`src/hw/prps_pkg.sv`:
```
// Package for the peripheral pin route selector: register indices,
// field positions, reset values, route codes and signal numbering.
// Assumes ports A to F of eight pins each, pin index = port * 8 + pin.
package prps_pkg;

  localparam int NUM_PORTS = 6;
  localparam int PINS_PER_PORT = 8;
  localparam int NUM_PINS = NUM_PORTS * PINS_PER_PORT;
  localparam int NUM_SIGS = 45;
  localparam int NUM_ROUTE_REGS = 8;

  // Register indices; byte address is four times the index
  localparam logic [3:0] IDX_SERIAL_ROUTE_B = 4'h3;
  localparam logic [3:0] IDX_SYNC_SERIAL_ROUTE = 4'h4;
  localparam logic [3:0] IDX_TWO_WIRE_ROUTE = 4'h5;
  localparam logic [3:0] IDX_TIMER_A_ROUTE = 4'h6;
  localparam logic [3:0] IDX_TIMER_B_ROUTE = 4'h7;
  localparam logic [3:0] IDX_TIMER_D_ROUTE = 4'h8;
  localparam logic [3:0] IDX_COMPARATOR_ROUTE = 4'h9;
  localparam logic [3:0] IDX_ZERO_CROSS_ROUTE = 4'hA;
  localparam logic [3:0] IDX_ROUTE_STATUS = 4'hB;

  localparam logic [7:0] ROUTE_RESET = 8'h00;

  // Implemented bits of each route register
  localparam logic [7:0] MASK_SERIAL_ROUTE_B = 8'h03;
  localparam logic [7:0] MASK_SYNC_SERIAL_ROUTE = 8'h0F;
  localparam logic [7:0] MASK_TWO_WIRE_ROUTE = 8'h0F;
  localparam logic [7:0] MASK_TIMER_A_ROUTE = 8'h3F;
  localparam logic [7:0] MASK_TIMER_B_ROUTE = 8'h0F;
  localparam logic [7:0] MASK_TIMER_D_ROUTE = 8'h07;
  localparam logic [7:0] MASK_COMPARATOR_ROUTE = 8'h07;
  localparam logic [7:0] MASK_ZERO_CROSS_ROUTE = 8'h03;

  // Field positions (least significant bit)
  localparam int LSB_SERIAL_FOUR = 0;
  localparam int LSB_SYNC_ONE = 2;
  localparam int LSB_SYNC_ZERO = 0;
  localparam int LSB_TWO_WIRE_ONE = 2;
  localparam int LSB_TWO_WIRE_ZERO = 0;
  localparam int LSB_TIMER_A_ONE = 3;
  localparam int LSB_TIMER_A_ZERO = 0;
  localparam int LSB_TIMER_D_ZERO = 0;

  // Two-bit route codes, and the highest three-bit timer A zero code
  localparam logic [1:0] CODE_DEFAULT = 2'h0;
  localparam logic [1:0] CODE_ALT_ONE = 2'h1;
  localparam logic [1:0] CODE_ALT_TWO = 2'h2;
  localparam logic [1:0] CODE_NONE = 2'h3;
  localparam logic [2:0] CODE_TIMER_A_ZERO_MAX = 3'h5;

  // Port numbers
  localparam logic [2:0] PORT_A = 3'h0;
  localparam logic [2:0] PORT_B = 3'h1;
  localparam logic [2:0] PORT_C = 3'h2;
  localparam logic [2:0] PORT_D = 3'h3;
  localparam logic [2:0] PORT_E = 3'h4;
  localparam logic [2:0] PORT_F = 3'h5;

  // Peripheral signal numbering (base of each group)
  localparam int SIG_SERIAL_FOUR = 0;   // tx, rx, ext clock, direction
  localparam int SIG_SYNC_ONE = 4;      // mosi, miso, sck, ss
  localparam int SIG_SYNC_ZERO = 8;
  localparam int SIG_TWO_WIRE_ONE = 12; // sda, scl, dual sda, dual scl
  localparam int SIG_TWO_WIRE_ZERO = 16;
  localparam int SIG_TIMER_A_ONE = 20;  // waveform 0..5
  localparam int SIG_TIMER_A_ZERO = 26;
  localparam int SIG_TIMER_B = 32;      // timer 0..3
  localparam int SIG_TIMER_D = 36;      // waveform a..d
  localparam int SIG_COMPARATOR = 40;   // comparator 0..2
  localparam int SIG_ZERO_CROSS = 43;   // detector 0..1

  // Level a peripheral input sees while disconnected
  localparam logic [NUM_SIGS-1:0] SIG_IDLE = 45'h000_000_0FF_B2;

  typedef struct packed {
    logic [1:0] serial_port_four_sel;
    logic [1:0] sync_port_one_sel;
    logic [1:0] sync_port_zero_sel;
    logic [1:0] two_wire_one_sel;
    logic [1:0] two_wire_zero_sel;
    logic [2:0] timer_a_one_sel;
    logic [2:0] timer_a_zero_sel;
    logic [3:0] timer_b_sel;      // bit n routes type-B timer n
    logic [2:0] timer_d_zero_sel;
    logic [2:0] comparator_sel;   // bit n routes comparator n
    logic [1:0] zero_cross_sel;   // bit n routes detector n
  } prps_route_t;

  typedef struct packed {
    logic vld;
    logic [5:0] pin;
  } prps_place_t;

endpackage : prps_pkg

```
`src/hw/prps_regs.sv`:
```
// Avalon-MM register slave holding the eight route registers and the
// reserved-code status register. One wait state on every access.
// Assumes a master that holds its request until waitrequest is low.
`timescale 1ns/1ps
module prps_regs (
  input wire logic clk_sys,
  input wire logic sys_rst,
  input wire logic [5:0] avs_address,
  input wire logic avs_read,
  input wire logic avs_write,
  input wire logic [3:0] avs_byteenable,
  input wire logic [31:0] avs_writedata,
  output logic [31:0] avs_readdata,
  output logic avs_waitrequest,
  input wire logic [7:0] route_status,
  output prps_pkg::prps_route_t route
);
  import prps_pkg::*;

  logic [7:0] reg_ff [NUM_ROUTE_REGS];
  logic ack_ff;
  logic [31:0] rdata_ff;
  logic [3:0] idx;
  logic req;
  logic aligned;

  function automatic logic [7:0] mask_of(input logic [3:0] i);
    case (i)
      IDX_SERIAL_ROUTE_B: mask_of = MASK_SERIAL_ROUTE_B;
      IDX_SYNC_SERIAL_ROUTE: mask_of = MASK_SYNC_SERIAL_ROUTE;
      IDX_TWO_WIRE_ROUTE: mask_of = MASK_TWO_WIRE_ROUTE;
      IDX_TIMER_A_ROUTE: mask_of = MASK_TIMER_A_ROUTE;
      IDX_TIMER_B_ROUTE: mask_of = MASK_TIMER_B_ROUTE;
      IDX_TIMER_D_ROUTE: mask_of = MASK_TIMER_D_ROUTE;
      IDX_COMPARATOR_ROUTE: mask_of = MASK_COMPARATOR_ROUTE;
      IDX_ZERO_CROSS_ROUTE: mask_of = MASK_ZERO_CROSS_ROUTE;
      default: mask_of = 8'h00;
    endcase
  endfunction : mask_of

  assign idx = avs_address[5:2];
  assign aligned = (avs_address[1:0] == 2'h0);
  assign req = avs_read | avs_write;
  assign avs_waitrequest = req & ~ack_ff;
  assign avs_readdata = rdata_ff;

  // Single wait state
  always_ff @(posedge clk_sys) begin
    if (sys_rst) begin
      ack_ff <= 1'b0;
    end else begin
      ack_ff <= req & ~ack_ff;
    end
  end

  // Read data ready for the cycle waitrequest drops
  always_ff @(posedge clk_sys) begin
    if (sys_rst) begin
      rdata_ff <= 32'h0000_0000;
    end else if (avs_read && !ack_ff) begin
      rdata_ff <= 32'h0000_0000;
      if (aligned && idx == IDX_ROUTE_STATUS) begin
        rdata_ff[7:0] <= route_status;
      end else if (aligned && mask_of(idx) != 8'h00) begin
        rdata_ff[7:0] <= reg_ff[3'(idx - IDX_SERIAL_ROUTE_B)];
      end
    end
  end

  // Write lands on the edge where waitrequest is low
  for (genvar r = 0; r < NUM_ROUTE_REGS; r++) begin : g_reg
    localparam logic [3:0] RIDX = IDX_SERIAL_ROUTE_B + 4'(r);
    always_ff @(posedge clk_sys) begin
      if (sys_rst) begin
        reg_ff[r] <= ROUTE_RESET;
      end else if (avs_write && ack_ff && aligned && avs_byteenable[0] &&
                   idx == RIDX) begin
        reg_ff[r] <= avs_writedata[7:0] & mask_of(RIDX);
      end
    end
  end

  always_comb begin
    route.serial_port_four_sel = reg_ff[0][LSB_SERIAL_FOUR +: 2];
    route.sync_port_one_sel = reg_ff[1][LSB_SYNC_ONE +: 2];
    route.sync_port_zero_sel = reg_ff[1][LSB_SYNC_ZERO +: 2];
    route.two_wire_one_sel = reg_ff[2][LSB_TWO_WIRE_ONE +: 2];
    route.two_wire_zero_sel = reg_ff[2][LSB_TWO_WIRE_ZERO +: 2];
    route.timer_a_one_sel = reg_ff[3][LSB_TIMER_A_ONE +: 3];
    route.timer_a_zero_sel = reg_ff[3][LSB_TIMER_A_ZERO +: 3];
    route.timer_b_sel = reg_ff[4][3:0];
    route.timer_d_zero_sel = reg_ff[5][LSB_TIMER_D_ZERO +: 3];
    route.comparator_sel = reg_ff[6][2:0];
    route.zero_cross_sel = reg_ff[7][1:0];
  end

endmodule : prps_regs

```
`src/hw/prps_route_top.sv`:
```
// Peripheral pin route selector: maps peripheral signals onto port pins
// as the route registers say, and feeds pin levels back to peripherals.
// Assumes pins and peripheral signals are synchronous to clk_sys.
//
// Local design decision: register access over Avalon-MM.
`timescale 1ns/1ps

// Functional notes
// - Serial port four: PE0-3, PE4-7, or none
// - Sync port one: PC0-3, PC4-7, PB4-7, none
// - Sync port zero: PA4-7, PE0-3, none
// - Two-wire one: PF2/3 or PB2/3 host, dual PB2/3 or PB6/7
// - Two-wire zero: PA2/3 or PC2/3 host, dual PC2/3 or PC6/7
// - Timer A one: PB0-5, PC4-6, PE4-6
// - Timer A zero: pins 0-5 of ports A-F
// - Timer B three: PB5 or PC1
// - Timer B two: PC0 or PB4
// - Timer B one: PA3 or PF5
// - Timer B zero: PA2 or PF4
// - Timer D: PA4-7, PB4-7, PF0-3
// - Comparators: PA7 or PC6 each
// - Zero-cross one: PA7 or PC7
// - Zero-cross register clears to zero
// - Zero-cross zero: PA7 or PC7
module prps_route_top (
  input wire logic clk_sys,
  input wire logic sys_rst,
  input wire logic [5:0] avs_address,
  input wire logic avs_read,
  input wire logic avs_write,
  input wire logic [3:0] avs_byteenable,
  input wire logic [31:0] avs_writedata,
  output logic [31:0] avs_readdata,
  output logic avs_waitrequest,
  input wire logic [prps_pkg::NUM_SIGS-1:0] sig_out,
  input wire logic [prps_pkg::NUM_SIGS-1:0] sig_oe,
  output logic [prps_pkg::NUM_SIGS-1:0] sig_in,
  input wire logic [prps_pkg::NUM_PINS-1:0] pin_in,
  output logic [prps_pkg::NUM_PINS-1:0] pin_out,
  output logic [prps_pkg::NUM_PINS-1:0] pin_oe
);
  import prps_pkg::*;

  localparam prps_place_t NOWHERE = '0;

  prps_route_t route;
  prps_place_t place [NUM_SIGS];
  logic [7:0] route_status;
  logic [NUM_PINS-1:0] pin_out_ff;
  logic [NUM_PINS-1:0] pin_oe_ff;
  logic [NUM_SIGS-1:0] sig_in_ff;
  logic [NUM_PINS-1:0] nxt_pin_out;
  logic [NUM_PINS-1:0] nxt_pin_oe;
  logic [NUM_SIGS-1:0] nxt_sig_in;

  function automatic prps_place_t at(input logic [2:0] port,
                                     input logic [2:0] pin);
    prps_place_t p;
    p.vld = 1'b1;
    p.pin = {port, pin};
    return p;
  endfunction : at

  prps_regs u_regs (
    .clk_sys(clk_sys),
    .sys_rst(sys_rst),
    .avs_address(avs_address),
    .avs_read(avs_read),
    .avs_write(avs_write),
    .avs_byteenable(avs_byteenable),
    .avs_writedata(avs_writedata),
    .avs_readdata(avs_readdata),
    .avs_waitrequest(avs_waitrequest),
    .route_status(route_status),
    .route(route)
  );

  // Flags a reserved code held by each register
  always_comb begin
    route_status = 8'h00;
    route_status[0] = (route.serial_port_four_sel == CODE_ALT_TWO);
    route_status[1] = (route.sync_port_zero_sel == CODE_ALT_TWO);
    route_status[2] = (route.two_wire_one_sel == CODE_NONE) ||
                      (route.two_wire_zero_sel == CODE_NONE);
    route_status[3] = (route.timer_a_one_sel > 3'(CODE_ALT_TWO)) ||
                      (route.timer_a_zero_sel > CODE_TIMER_A_ZERO_MAX);
    route_status[5] = (route.timer_d_zero_sel > 3'(CODE_ALT_TWO));
  end

  // Placement of every peripheral signal
  always_comb begin
    for (int s = 0; s < NUM_SIGS; s++) begin
      place[s] = NOWHERE;
    end
    case (route.serial_port_four_sel)
      CODE_DEFAULT: begin
        for (int k = 0; k < 4; k++) begin
          place[SIG_SERIAL_FOUR + k] = at(PORT_E, 3'(k));
        end
      end
      CODE_ALT_ONE: begin
        for (int k = 0; k < 4; k++) begin
          place[SIG_SERIAL_FOUR + k] = at(PORT_E, 3'(4 + k));
        end
      end
      default: ;
    endcase
    case (route.sync_port_one_sel)
      CODE_DEFAULT: begin
        for (int k = 0; k < 4; k++) begin
          place[SIG_SYNC_ONE + k] = at(PORT_C, 3'(k));
        end
      end
      CODE_ALT_ONE: begin
        for (int k = 0; k < 4; k++) begin
          place[SIG_SYNC_ONE + k] = at(PORT_C, 3'(4 + k));
        end
      end
      CODE_ALT_TWO: begin
        for (int k = 0; k < 4; k++) begin
          place[SIG_SYNC_ONE + k] = at(PORT_B, 3'(4 + k));
        end
      end
      default: ;
    endcase
    case (route.sync_port_zero_sel)
      CODE_DEFAULT: begin
        for (int k = 0; k < 4; k++) begin
          place[SIG_SYNC_ZERO + k] = at(PORT_A, 3'(4 + k));
        end
      end
      CODE_ALT_ONE: begin
        for (int k = 0; k < 4; k++) begin
          place[SIG_SYNC_ZERO + k] = at(PORT_E, 3'(k));
        end
      end
      default: ;
    endcase
    // Two-wire one, host and dual pins
    case (route.two_wire_one_sel)
      CODE_DEFAULT: begin
        place[SIG_TWO_WIRE_ONE] = at(PORT_F, 3'h2);
        place[SIG_TWO_WIRE_ONE + 1] = at(PORT_F, 3'h3);
        place[SIG_TWO_WIRE_ONE + 2] = at(PORT_B, 3'h2);
        place[SIG_TWO_WIRE_ONE + 3] = at(PORT_B, 3'h3);
      end
      CODE_ALT_ONE: begin
        place[SIG_TWO_WIRE_ONE] = at(PORT_F, 3'h2);
        place[SIG_TWO_WIRE_ONE + 1] = at(PORT_F, 3'h3);
        place[SIG_TWO_WIRE_ONE + 2] = at(PORT_B, 3'h6);
        place[SIG_TWO_WIRE_ONE + 3] = at(PORT_B, 3'h7);
      end
      CODE_ALT_TWO: begin
        place[SIG_TWO_WIRE_ONE] = at(PORT_B, 3'h2);
        place[SIG_TWO_WIRE_ONE + 1] = at(PORT_B, 3'h3);
        place[SIG_TWO_WIRE_ONE + 2] = at(PORT_B, 3'h6);
        place[SIG_TWO_WIRE_ONE + 3] = at(PORT_B, 3'h7);
      end
      default: ;
    endcase
    // Two-wire zero, host and dual pins
    case (route.two_wire_zero_sel)
      CODE_DEFAULT: begin
        place[SIG_TWO_WIRE_ZERO] = at(PORT_A, 3'h2);
        place[SIG_TWO_WIRE_ZERO + 1] = at(PORT_A, 3'h3);
        place[SIG_TWO_WIRE_ZERO + 2] = at(PORT_C, 3'h2);
        place[SIG_TWO_WIRE_ZERO + 3] = at(PORT_C, 3'h3);
      end
      CODE_ALT_ONE: begin
        place[SIG_TWO_WIRE_ZERO] = at(PORT_A, 3'h2);
        place[SIG_TWO_WIRE_ZERO + 1] = at(PORT_A, 3'h3);
        place[SIG_TWO_WIRE_ZERO + 2] = at(PORT_C, 3'h6);
        place[SIG_TWO_WIRE_ZERO + 3] = at(PORT_C, 3'h7);
      end
      CODE_ALT_TWO: begin
        place[SIG_TWO_WIRE_ZERO] = at(PORT_C, 3'h2);
        place[SIG_TWO_WIRE_ZERO + 1] = at(PORT_C, 3'h3);
        place[SIG_TWO_WIRE_ZERO + 2] = at(PORT_C, 3'h6);
        place[SIG_TWO_WIRE_ZERO + 3] = at(PORT_C, 3'h7);
      end
      default: ;
    endcase
    // Timer A one, outputs 3-5 only on port B
    case (route.timer_a_one_sel)
      3'h0: begin
        for (int k = 0; k < 6; k++) begin
          place[SIG_TIMER_A_ONE + k] = at(PORT_B, 3'(k));
        end
      end
      3'h1: begin
        for (int k = 0; k < 3; k++) begin
          place[SIG_TIMER_A_ONE + k] = at(PORT_C, 3'(4 + k));
        end
      end
      3'h2: begin
        for (int k = 0; k < 3; k++) begin
          place[SIG_TIMER_A_ONE + k] = at(PORT_E, 3'(4 + k));
        end
      end
      default: ;
    endcase
    // Timer A zero, code is the port number
    case (route.timer_a_zero_sel)
      3'h0: begin
        for (int k = 0; k < 6; k++) begin
          place[SIG_TIMER_A_ZERO + k] = at(PORT_A, 3'(k));
        end
      end
      3'h1: begin
        for (int k = 0; k < 6; k++) begin
          place[SIG_TIMER_A_ZERO + k] = at(PORT_B, 3'(k));
        end
      end
      3'h2: begin
        for (int k = 0; k < 6; k++) begin
          place[SIG_TIMER_A_ZERO + k] = at(PORT_C, 3'(k));
        end
      end
      3'h3: begin
        for (int k = 0; k < 6; k++) begin
          place[SIG_TIMER_A_ZERO + k] = at(PORT_D, 3'(k));
        end
      end
      3'h4: begin
        for (int k = 0; k < 6; k++) begin
          place[SIG_TIMER_A_ZERO + k] = at(PORT_E, 3'(k));
        end
      end
      3'h5: begin
        for (int k = 0; k < 6; k++) begin
          place[SIG_TIMER_A_ZERO + k] = at(PORT_F, 3'(k));
        end
      end
      default: ;
    endcase
    // Timer B outputs always have a pin
    // Timer B zero
    case (route.timer_b_sel[0])
      1'b0: place[SIG_TIMER_B] = at(PORT_A, 3'h2);
      1'b1: place[SIG_TIMER_B] = at(PORT_F, 3'h4);
      default: ;
    endcase
    case (route.timer_b_sel[1])
      1'b0: place[SIG_TIMER_B + 1] = at(PORT_A, 3'h3);
      1'b1: place[SIG_TIMER_B + 1] = at(PORT_F, 3'h5);
      default: ;
    endcase
    case (route.timer_b_sel[2])
      1'b0: place[SIG_TIMER_B + 2] = at(PORT_C, 3'h0);
      1'b1: place[SIG_TIMER_B + 2] = at(PORT_B, 3'h4);
      default: ;
    endcase
    case (route.timer_b_sel[3])
      1'b0: place[SIG_TIMER_B + 3] = at(PORT_B, 3'h5);
      1'b1: place[SIG_TIMER_B + 3] = at(PORT_C, 3'h1);
      default: ;
    endcase
    case (route.timer_d_zero_sel)
      3'h0: begin
        for (int k = 0; k < 4; k++) begin
          place[SIG_TIMER_D + k] = at(PORT_A, 3'(4 + k));
        end
      end
      3'h1: begin
        for (int k = 0; k < 4; k++) begin
          place[SIG_TIMER_D + k] = at(PORT_B, 3'(4 + k));
        end
      end
      3'h2: begin
        for (int k = 0; k < 4; k++) begin
          place[SIG_TIMER_D + k] = at(PORT_F, 3'(k));
        end
      end
      default: ;
    endcase
    for (int k = 0; k < 3; k++) begin
      place[SIG_COMPARATOR + k] = route.comparator_sel[k] ?
                                  at(PORT_C, 3'h6) : at(PORT_A, 3'h7);
    end
    for (int k = 0; k < 2; k++) begin
      place[SIG_ZERO_CROSS + k] = route.zero_cross_sel[k] ?
                                  at(PORT_C, 3'h7) : at(PORT_A, 3'h7);
    end
  end

  // Unplaced signals drive nothing
  // Lowest numbered driving signal wins a shared pin
  always_comb begin
    for (int p = 0; p < NUM_PINS; p++) begin
      nxt_pin_oe[p] = 1'b0;
      nxt_pin_out[p] = 1'b0;
      for (int s = NUM_SIGS - 1; s >= 0; s--) begin
        if (place[s].vld && place[s].pin == 6'(p) && sig_oe[s]) begin
          nxt_pin_oe[p] = 1'b1;
          nxt_pin_out[p] = sig_out[s];
        end
      end
    end
  end

  always_comb begin
    for (int s = 0; s < NUM_SIGS; s++) begin
      nxt_sig_in[s] = place[s].vld ? pin_in[place[s].pin] : SIG_IDLE[s];
    end
  end

  always_ff @(posedge clk_sys) begin
    if (sys_rst) begin
      pin_out_ff <= '0;
      pin_oe_ff <= '0;
    end else begin
      pin_out_ff <= nxt_pin_out;
      pin_oe_ff <= nxt_pin_oe;
    end
  end

  always_ff @(posedge clk_sys) begin
    if (sys_rst) begin
      sig_in_ff <= SIG_IDLE;
    end else begin
      sig_in_ff <= nxt_sig_in;
    end
  end

  assign pin_out = pin_out_ff;
  assign pin_oe = pin_oe_ff;
  assign sig_in = sig_in_ff;

endmodule : prps_route_top

```
`config.mk`:
```
export PLATFORM = sky130hd
export DESIGN_NAME = prps_route_top
export DESIGN_NICKNAME = d
export VERILOG_FILES = /design/src/hw/prps_pkg.sv /design/src/hw/prps_regs.sv /design/src/hw/prps_route_top.sv
export SDC_FILE = /design/constraint.sdc
export NUM_CORES = 1
export LEC_CHECK = 0
export ABC_CLOCK_PERIOD_IN_PS = 2900
export BUFFER_PORTS_ARGS = -buffer_cell sky130_fd_sc_hd__buf_2
export CORE_MARGIN = 3
export CORE_UTILIZATION = 30
export CTS_CLUSTER_SIZE = 30
export DETAILED_ROUTE_END_ITERATION = 6
export GPL_ROUTABILITY_DRIVEN = 0
export HOLD_SLACK_MARGIN = 0.02
export PLACE_DENSITY = 0.52
export SLEW_MARGIN = 20
export SYNTH_ARGS = -nofsm -noshare
export SYNTH_HDL_FRONTEND = slang
export SYNTH_HIERARCHICAL = 1
export SYNTH_SLANG_ARGS = --single-unit
```
`constraint.sdc`:
```
create_clock -name clk_sys -period 2.9 [get_ports clk_sys]
set_input_delay 0.145 -clock clk_sys [delete_from_list [all_inputs] [get_ports clk_sys]]
set_output_delay 0.145 -clock clk_sys [all_outputs]
set_load 0.01 [all_outputs]
```
# After elaboration in Yosys (flattened, before gate mapping)
# Memories as Yosys holds them, arrays and structs flattened.
# Index checks and enable logic that the tools add are counted.
[word_totals] register_bits=150 ram_bits=48 romBits=96 inputBits=184 elab_cells=11209 memories=2
[op_classes] n_addsub=1 n_lt_le_gt_ge=48 n_eq_ne=2145 mux=4467 bitwise=60 n_reduce_logical=4437
[mem_list] memory="(name not given)" depth=16 word_bits=6 rd=1 rd_ports_with_merged_regs=0 wr=0 line_no="prps_regs.sv:28" rtl="case (i)"
[mem_list] memory="u_regs.reg_ff" depth=8 word_bits=6 rd=9 rd_ports_with_merged_regs=0 wr=8 line_no="prps_regs.sv:20" rtl="logic [7:0] reg_ff [NUM_ROUTE_REGS];"
[ops] operator="two-way mux 1 bit" count=4391
[ops] operator="logical AND 1 bit" count=4094
[ops] operator="equality test 6 x 5 -> 1 bit (second input constant)" count=640
[ops] operator="equality test 6 bit (second input constant)" count=640
[ops] operator="equality test 6 x 4 -> 1 bit (second input constant)" count=320
[ops] operator="equality test 6 x 3 -> 1 bit (second input constant)" count=160
[ops] operator="equality test 5 x 6 -> 1 bit (second input constant)" count=80
[ops] operator="equality test 6 x 2 -> 1 bit (second input constant)" count=80
[ops] operator="equality test 5 bit (second input constant)" count=80
[ops] operator="one-hot mux 28 bit (3 select lines)" count=4
[ops] operator="< comparator 6 x 7 -> 1 bit (second input constant)" count=40
[ops] operator="binary-select mux 1 bit (select 6 bit)" count=45
[ops] operator="logical NOT 6 bit" count=45
[ops] operator="one-hot mux 42 bit (6 select lines)" count=1
[ops] operator="equality test 6 x 1 -> 1 bit (second input constant)" count=40
[ops] operator="logical AND 1 bit (first input constant)" count=240
[ops] operator="equality test 5 x 4 -> 1 bit (second input constant)" count=40
[ops] operator="one-hot mux 28 bit (2 select lines)" count=2
[ops] operator="equality test 5 x 3 -> 1 bit (second input constant)" count=20
[ops] operator="OR reduction 2 bit" count=45
[ops] operator="one-hot mux 21 bit (3 select lines)" count=1
[ops] operator="one-hot mux 7 bit (2 select lines)" count=4
[ops] operator="equality test 5 x 2 -> 1 bit (second input constant)" count=10
[ops] operator="two-way mux 6 bit" count=8
[ops] operator="25 further kinds" count=128

# Logic depth before layout (Yosys ltp)
# An unclocked memory read counts as a cell.
[depth] word_depth=50 mapped_depth=10 depth_no_buf=7

# By module
# Netlist, hierarchy kept.
[by_module_without_submodules] mod="prps_route_top" instances=1 cells_each=877 area_per_inst_um2=7334.5
[by_module_without_submodules] mod="prps_regs" instances=1 cells_each=193 area_per_inst_um2=2165.8

# Worst setup path after synthesis
# Ideal clock, no wire load.
[synth_timing] path_type="input-to-reg" from="input port avs_address[2]" to="register u_regs.rdata_ff[1] (netlist: u_regs/avs_readdata[1])" setup_ns=0.135 t_arrival_ns=1.956 required_ns=2.765 path_slack_ns=0.809 path_stages=8 path_cell_list="clkbuf_1 > inv_1 > ha_1 > buf_2 > mux4_1 > mux2_2 > nand3_1 > a211oi_1"
[synth_via] elab_chain_cells=8 elab_cells_between_ends=12
[synth_lines] item="start: declaration" line_no="prps_route_top.sv:28" rtl="input wire logic [5:0] avs_address,"
[synth_lines] item="memory (16 x 6 bit)"
[synth_lines] item="two-way mux 8 bit" line_no="prps_regs.sv:62" rtl="if (aligned && idx == IDX_ROUTE_STATUS) begin"
[synth_lines] item="two-way mux 8 bit" line_no="prps_regs.sv:60" rtl="end else if (avs_read && !ack_ff) begin"
[synth_lines] item="two-way mux 8 bit" line_no="prps_regs.sv:58" rtl="if (sys_rst) begin"
[synth_lines] item="nonzero test 8 bit" line_no="prps_regs.sv:64" rtl="end else if (aligned && mask_of(idx) != 8'h00) begin"
[synth_lines] item="logical AND 1 bit" line_no="prps_regs.sv:64"
[synth_lines] item="two-way mux 8 bit" line_no="prps_regs.sv:64"
[synth_lines] item="two-way mux 8 bit (*)" line_no="prps_regs.sv:62"
[synth_lines] item="end signal: assignment" line_no="prps_regs.sv:63" rtl="rdata_ff[7:0] <= route_status;"
[synth_lines] item="end signal: assignment" line_no="prps_regs.sv:65" rtl="rdata_ff[7:0] <= reg_ff[3'(idx - IDX_SERIAL_ROUTE_B)];"
[synth_lines] item="end: declaration" line_no="prps_regs.sv:22" rtl="logic [31:0] rdata_ff;"
# Mark *: on every way between the ends. The rest lies on a longest branch, timed or not. The select of a mux whose other input is x is not followed.
# A chain may end at the register's enable or synchronous reset.

==> impl_metrics.csv <==
group,metric,value,unit
status,outcome,"completed",
cts,post-cts-setup-buffers,0,
floorplanning,core,30910,um2
timing,relSlewSlack,49.67,%
timing,worst_pin_slew,0.7516,ns
worst_setup_path,startpoint_type,"flop",
floorplanning,rows,64,
hold_path,hold_class,"in2reg",
logic_synthesis,synth_cells,1070,
routing,first_iter_violations,1055,
cts,clockBufferDepth,2,
timing,setup_viol,0,
logic_synthesis,ys.warnings.count,6,
timing,tns,0,ns
worst_setup_path,required,3.30,ns
worst_setup_path,arrival,3.14,ns
cts,cts_made_buffers,17,
timing,fin_skew,0.01119,ns
routing,drc_errors,0,
logic_synthesis,postSynth.asyncResetShare,0,%
cts,clkSlewWorstSetupHoldPaths,0.07,ns
global_route,grt_pass1_vias,9557,
global_route,antenna_found_initial,7,
routing,via_count,9919,
logic_synthesis,synth.distinct_cells,77,
cts,clkSinkCount,178,
logic_synthesis,synth-edff-count,28,
cts,postCtsHoldBufs,73,
placed_design,dp_hpwl,31150,um
cells_and_area,layout_commonest_cell,"buf_2",
floorplanning,die_y,184.0,um
pwr,p_leak,0.005526,uW
worst_setup_path,crit_path_frequent_cell,"dlygate4sd3_1",
worst_setup_path,critical-path-max-stage-delay,0.58,ns
timing,hold-worst-slack,0.04369,ns
timing,max_freq,365.0,MHz
worst_setup_path,slowest_stage,"dlygate4sd3_1",
timing,drv_slew,0,
timing,min_period_over_period,94.46,%
logic_synthesis,synthFlopType,"dfxtp_1",
routing,vias_per_cell,5.394,
timing,period_needed,2.739,ns
cells_and_area,final_cell_mix,"buf_2, dfxtp_1, nand2_1",
worst_setup_path,r2r_start,"u_regs/reg_ff[2][2]",
cells_and_area,fillers,3151,
global_route,grt_max_degree,80,
worst_setup_path,end_kind,"flop",
pwr,vdd_drop_max,409.7,uV
cts,root_buffer,"clkbuf_16",
cts,ctsResizeCount,0,
cts,htree_levels,4,
pwr,finalPower,5983,uW
logic_synthesis,syn_avg_cell_area,8.879,um2
cells_and_area,drive_above_1_share,28.53,%
routing,ant_nets,0,
timing,rsz0062_at_grt,"no",
worst_setup_path,cp_max_fo,8,
cts,clk_latency,0.45,ns
flow_run,cap_violations,0,
placed_design,post-place-ws,0.4624,ns
cells_and_area,area_growth,32.66,%
timing,hold_violations,0,
placed_design,io_buffers,302,
routing,finalWirelength,41100,um
worst_setup_path,startpoint,"u_regs/reg_ff[2][2]",
worst_setup_path,crit_chain,"inv_1 > ha_1 > nand2_1 > nand4_1 > dlygate4sd3_1 > a311oi_1 > dlygate4sd3_1",
global_route,grt_usage,23.55,%
logic_synthesis,seq_area_frac_synth,40.46,%
global_route,grt_pass1_wl,59600,um
logic_synthesis,synth.cell_area,9500,um2
logic_synthesis,synth_seq_cells,178,
timing,worst_slack,0.1605,ns
floorplanning,io_pins,358,
cts,cts_tree,"built",
floorplanning,die_area,33840,um2
pwr,power_density,474.7,nW/um2
floorplanning,die_w,184.0,um
cells_and_area,layout.nets,1632,
routing,drtPass1Iterations,6,
hold_path,min_from,"pin_in[3]",
cells_and_area,fin_util,40.77,%
worst_setup_path,critPathKind,"reg2reg",
global_route,grt-ovfl-total,0,
floorplanning,initial_core_util,30.74,%
routing,routedWlPerCell,22.35,um
power by group:
part	leakage, uW	total [uW]	switching, uW	internal, uW
registers	0.00153	2700	75.4	2620
clock network	0.000261	2200	1070	1130
logic	0.00374	1090	638	451
total	0.00553	5980	1780	4200
final cells by class:
type | count | area, um2 | area share (%)
antenna | 6 | 15.01 | 0.1191
clock buffer | 22 | 454.2 | 3.604
clock inverter | 10 | 78.83 | 0.6254
inverter | 20 | 75.07 | 0.5957
multi-input combinational | 806 | 5189 | 41.17
sequential | 178 | 3844 | 30.50
tap | 396 | 495.5 | 3.931
timing repair buffer | 401 | 2452 | 19.46
critical path, delay by kind of cell, from the launching register on:
kind / cells / cell delay (ns)
flip-flops: 1 / 0.45
adder cells (fa/ha/maj): 1 / 0.51
buffers and inverters: 3 / 1.25
AND/OR/NAND/NOR: 2 / 0.22
AO/OA/AOI/OAI: 1 / 0.26
state kept, by name (all words and copies together) (netlist names):
signal               cells
sig_in                  45
u_regs/avs_readdata      8
pin_out                 48
u_regs/reg_ff           28
pin_oe                  48
u_regs/ack_ff            1
stage by stage:
step,cell area [um2],cells
after global routing,12600,1838
after detailed placement,11320,1728
after global placement,11320,1728
final,12600,1839
after floorplan,9609,1099
after CTS,12590,1833
layer usage:
layer	vias up	global-route usage (%)	wire length, um	share of wire, %
li1	4570	-	-	-
met1	4722	29.64	16500	40
met2	547	39.03	19510	47
met3	76	5.679	3608	8.8
met4	4	9.193	1446	3.5
met5	-	0	27	0.066
worst paths after layout:
| path | end | slack (ns) | cells after the start |
|---|---|---|---|
| min | sig_in[33] | 0.04 | 3 |
| min reg2reg | u_regs/avs_readdata[6] | 0.46 | 2 |
| max | pin_out[14] | 0.16 | 7 |
| max reg2reg | pin_out[14] | 0.16 | 7 |
kinds of logic after synthesis:
logic type | synth area share [%]
adders and majority gates | 3.161
buffers and inverters | 6.124
DFF | 40.46
and+or+nand+nor | 24.40
other | 0.07905
AOI/OAI and AO/OA | 15.66
muxes | 10.11
synthesized netlist by cell type (all sizes together) (3+ instances only):
master | n | share of area (%)
mux2 | 14 | 1.7
o21ai | 20 | 1.1
nand4 | 29 | 1.9
nand2b | 12 | 0.82
o211ai | 10 | 0.79
nor3 | 30 | 1.6
o211a | 3 | 0.32
a222oi | 5 | 0.53
a21oi | 76 | 4.0
ha | 24 | 3.2
or4b | 3 | 0.32
or3b | 3 | 0.28
nor2b | 16 | 1.1
nand3b | 3 | 0.37
a21o | 4 | 0.32
buf | 57 | 3.8
a311oi | 17 | 1.6
nor2 | 88 | 3.5
clkbuf | 38 | 1.5
o2111ai | 3 | 0.28
a31o | 5 | 0.46
a41oi | 9 | 0.83
inv | 20 | 0.79
o22ai | 3 | 0.20
nand4b | 6 | 0.55
mux2i | 48 | 5.1
a211oi | 10 | 0.97
nor3b | 8 | 0.86
nand2 | 128 | 5.1
or3 | 3 | 0.20
mux4 | 14 | 3.4
dfxtp | 150 | 32
a31oi | 26 | 1.7
and2 | 35 | 2.3
a22oi | 5 | 0.40
and3 | 15 | 1.0
edfxtp | 28 | 8.9
nand3 | 66 | 3.5
(Power assumes the default switching activity.)
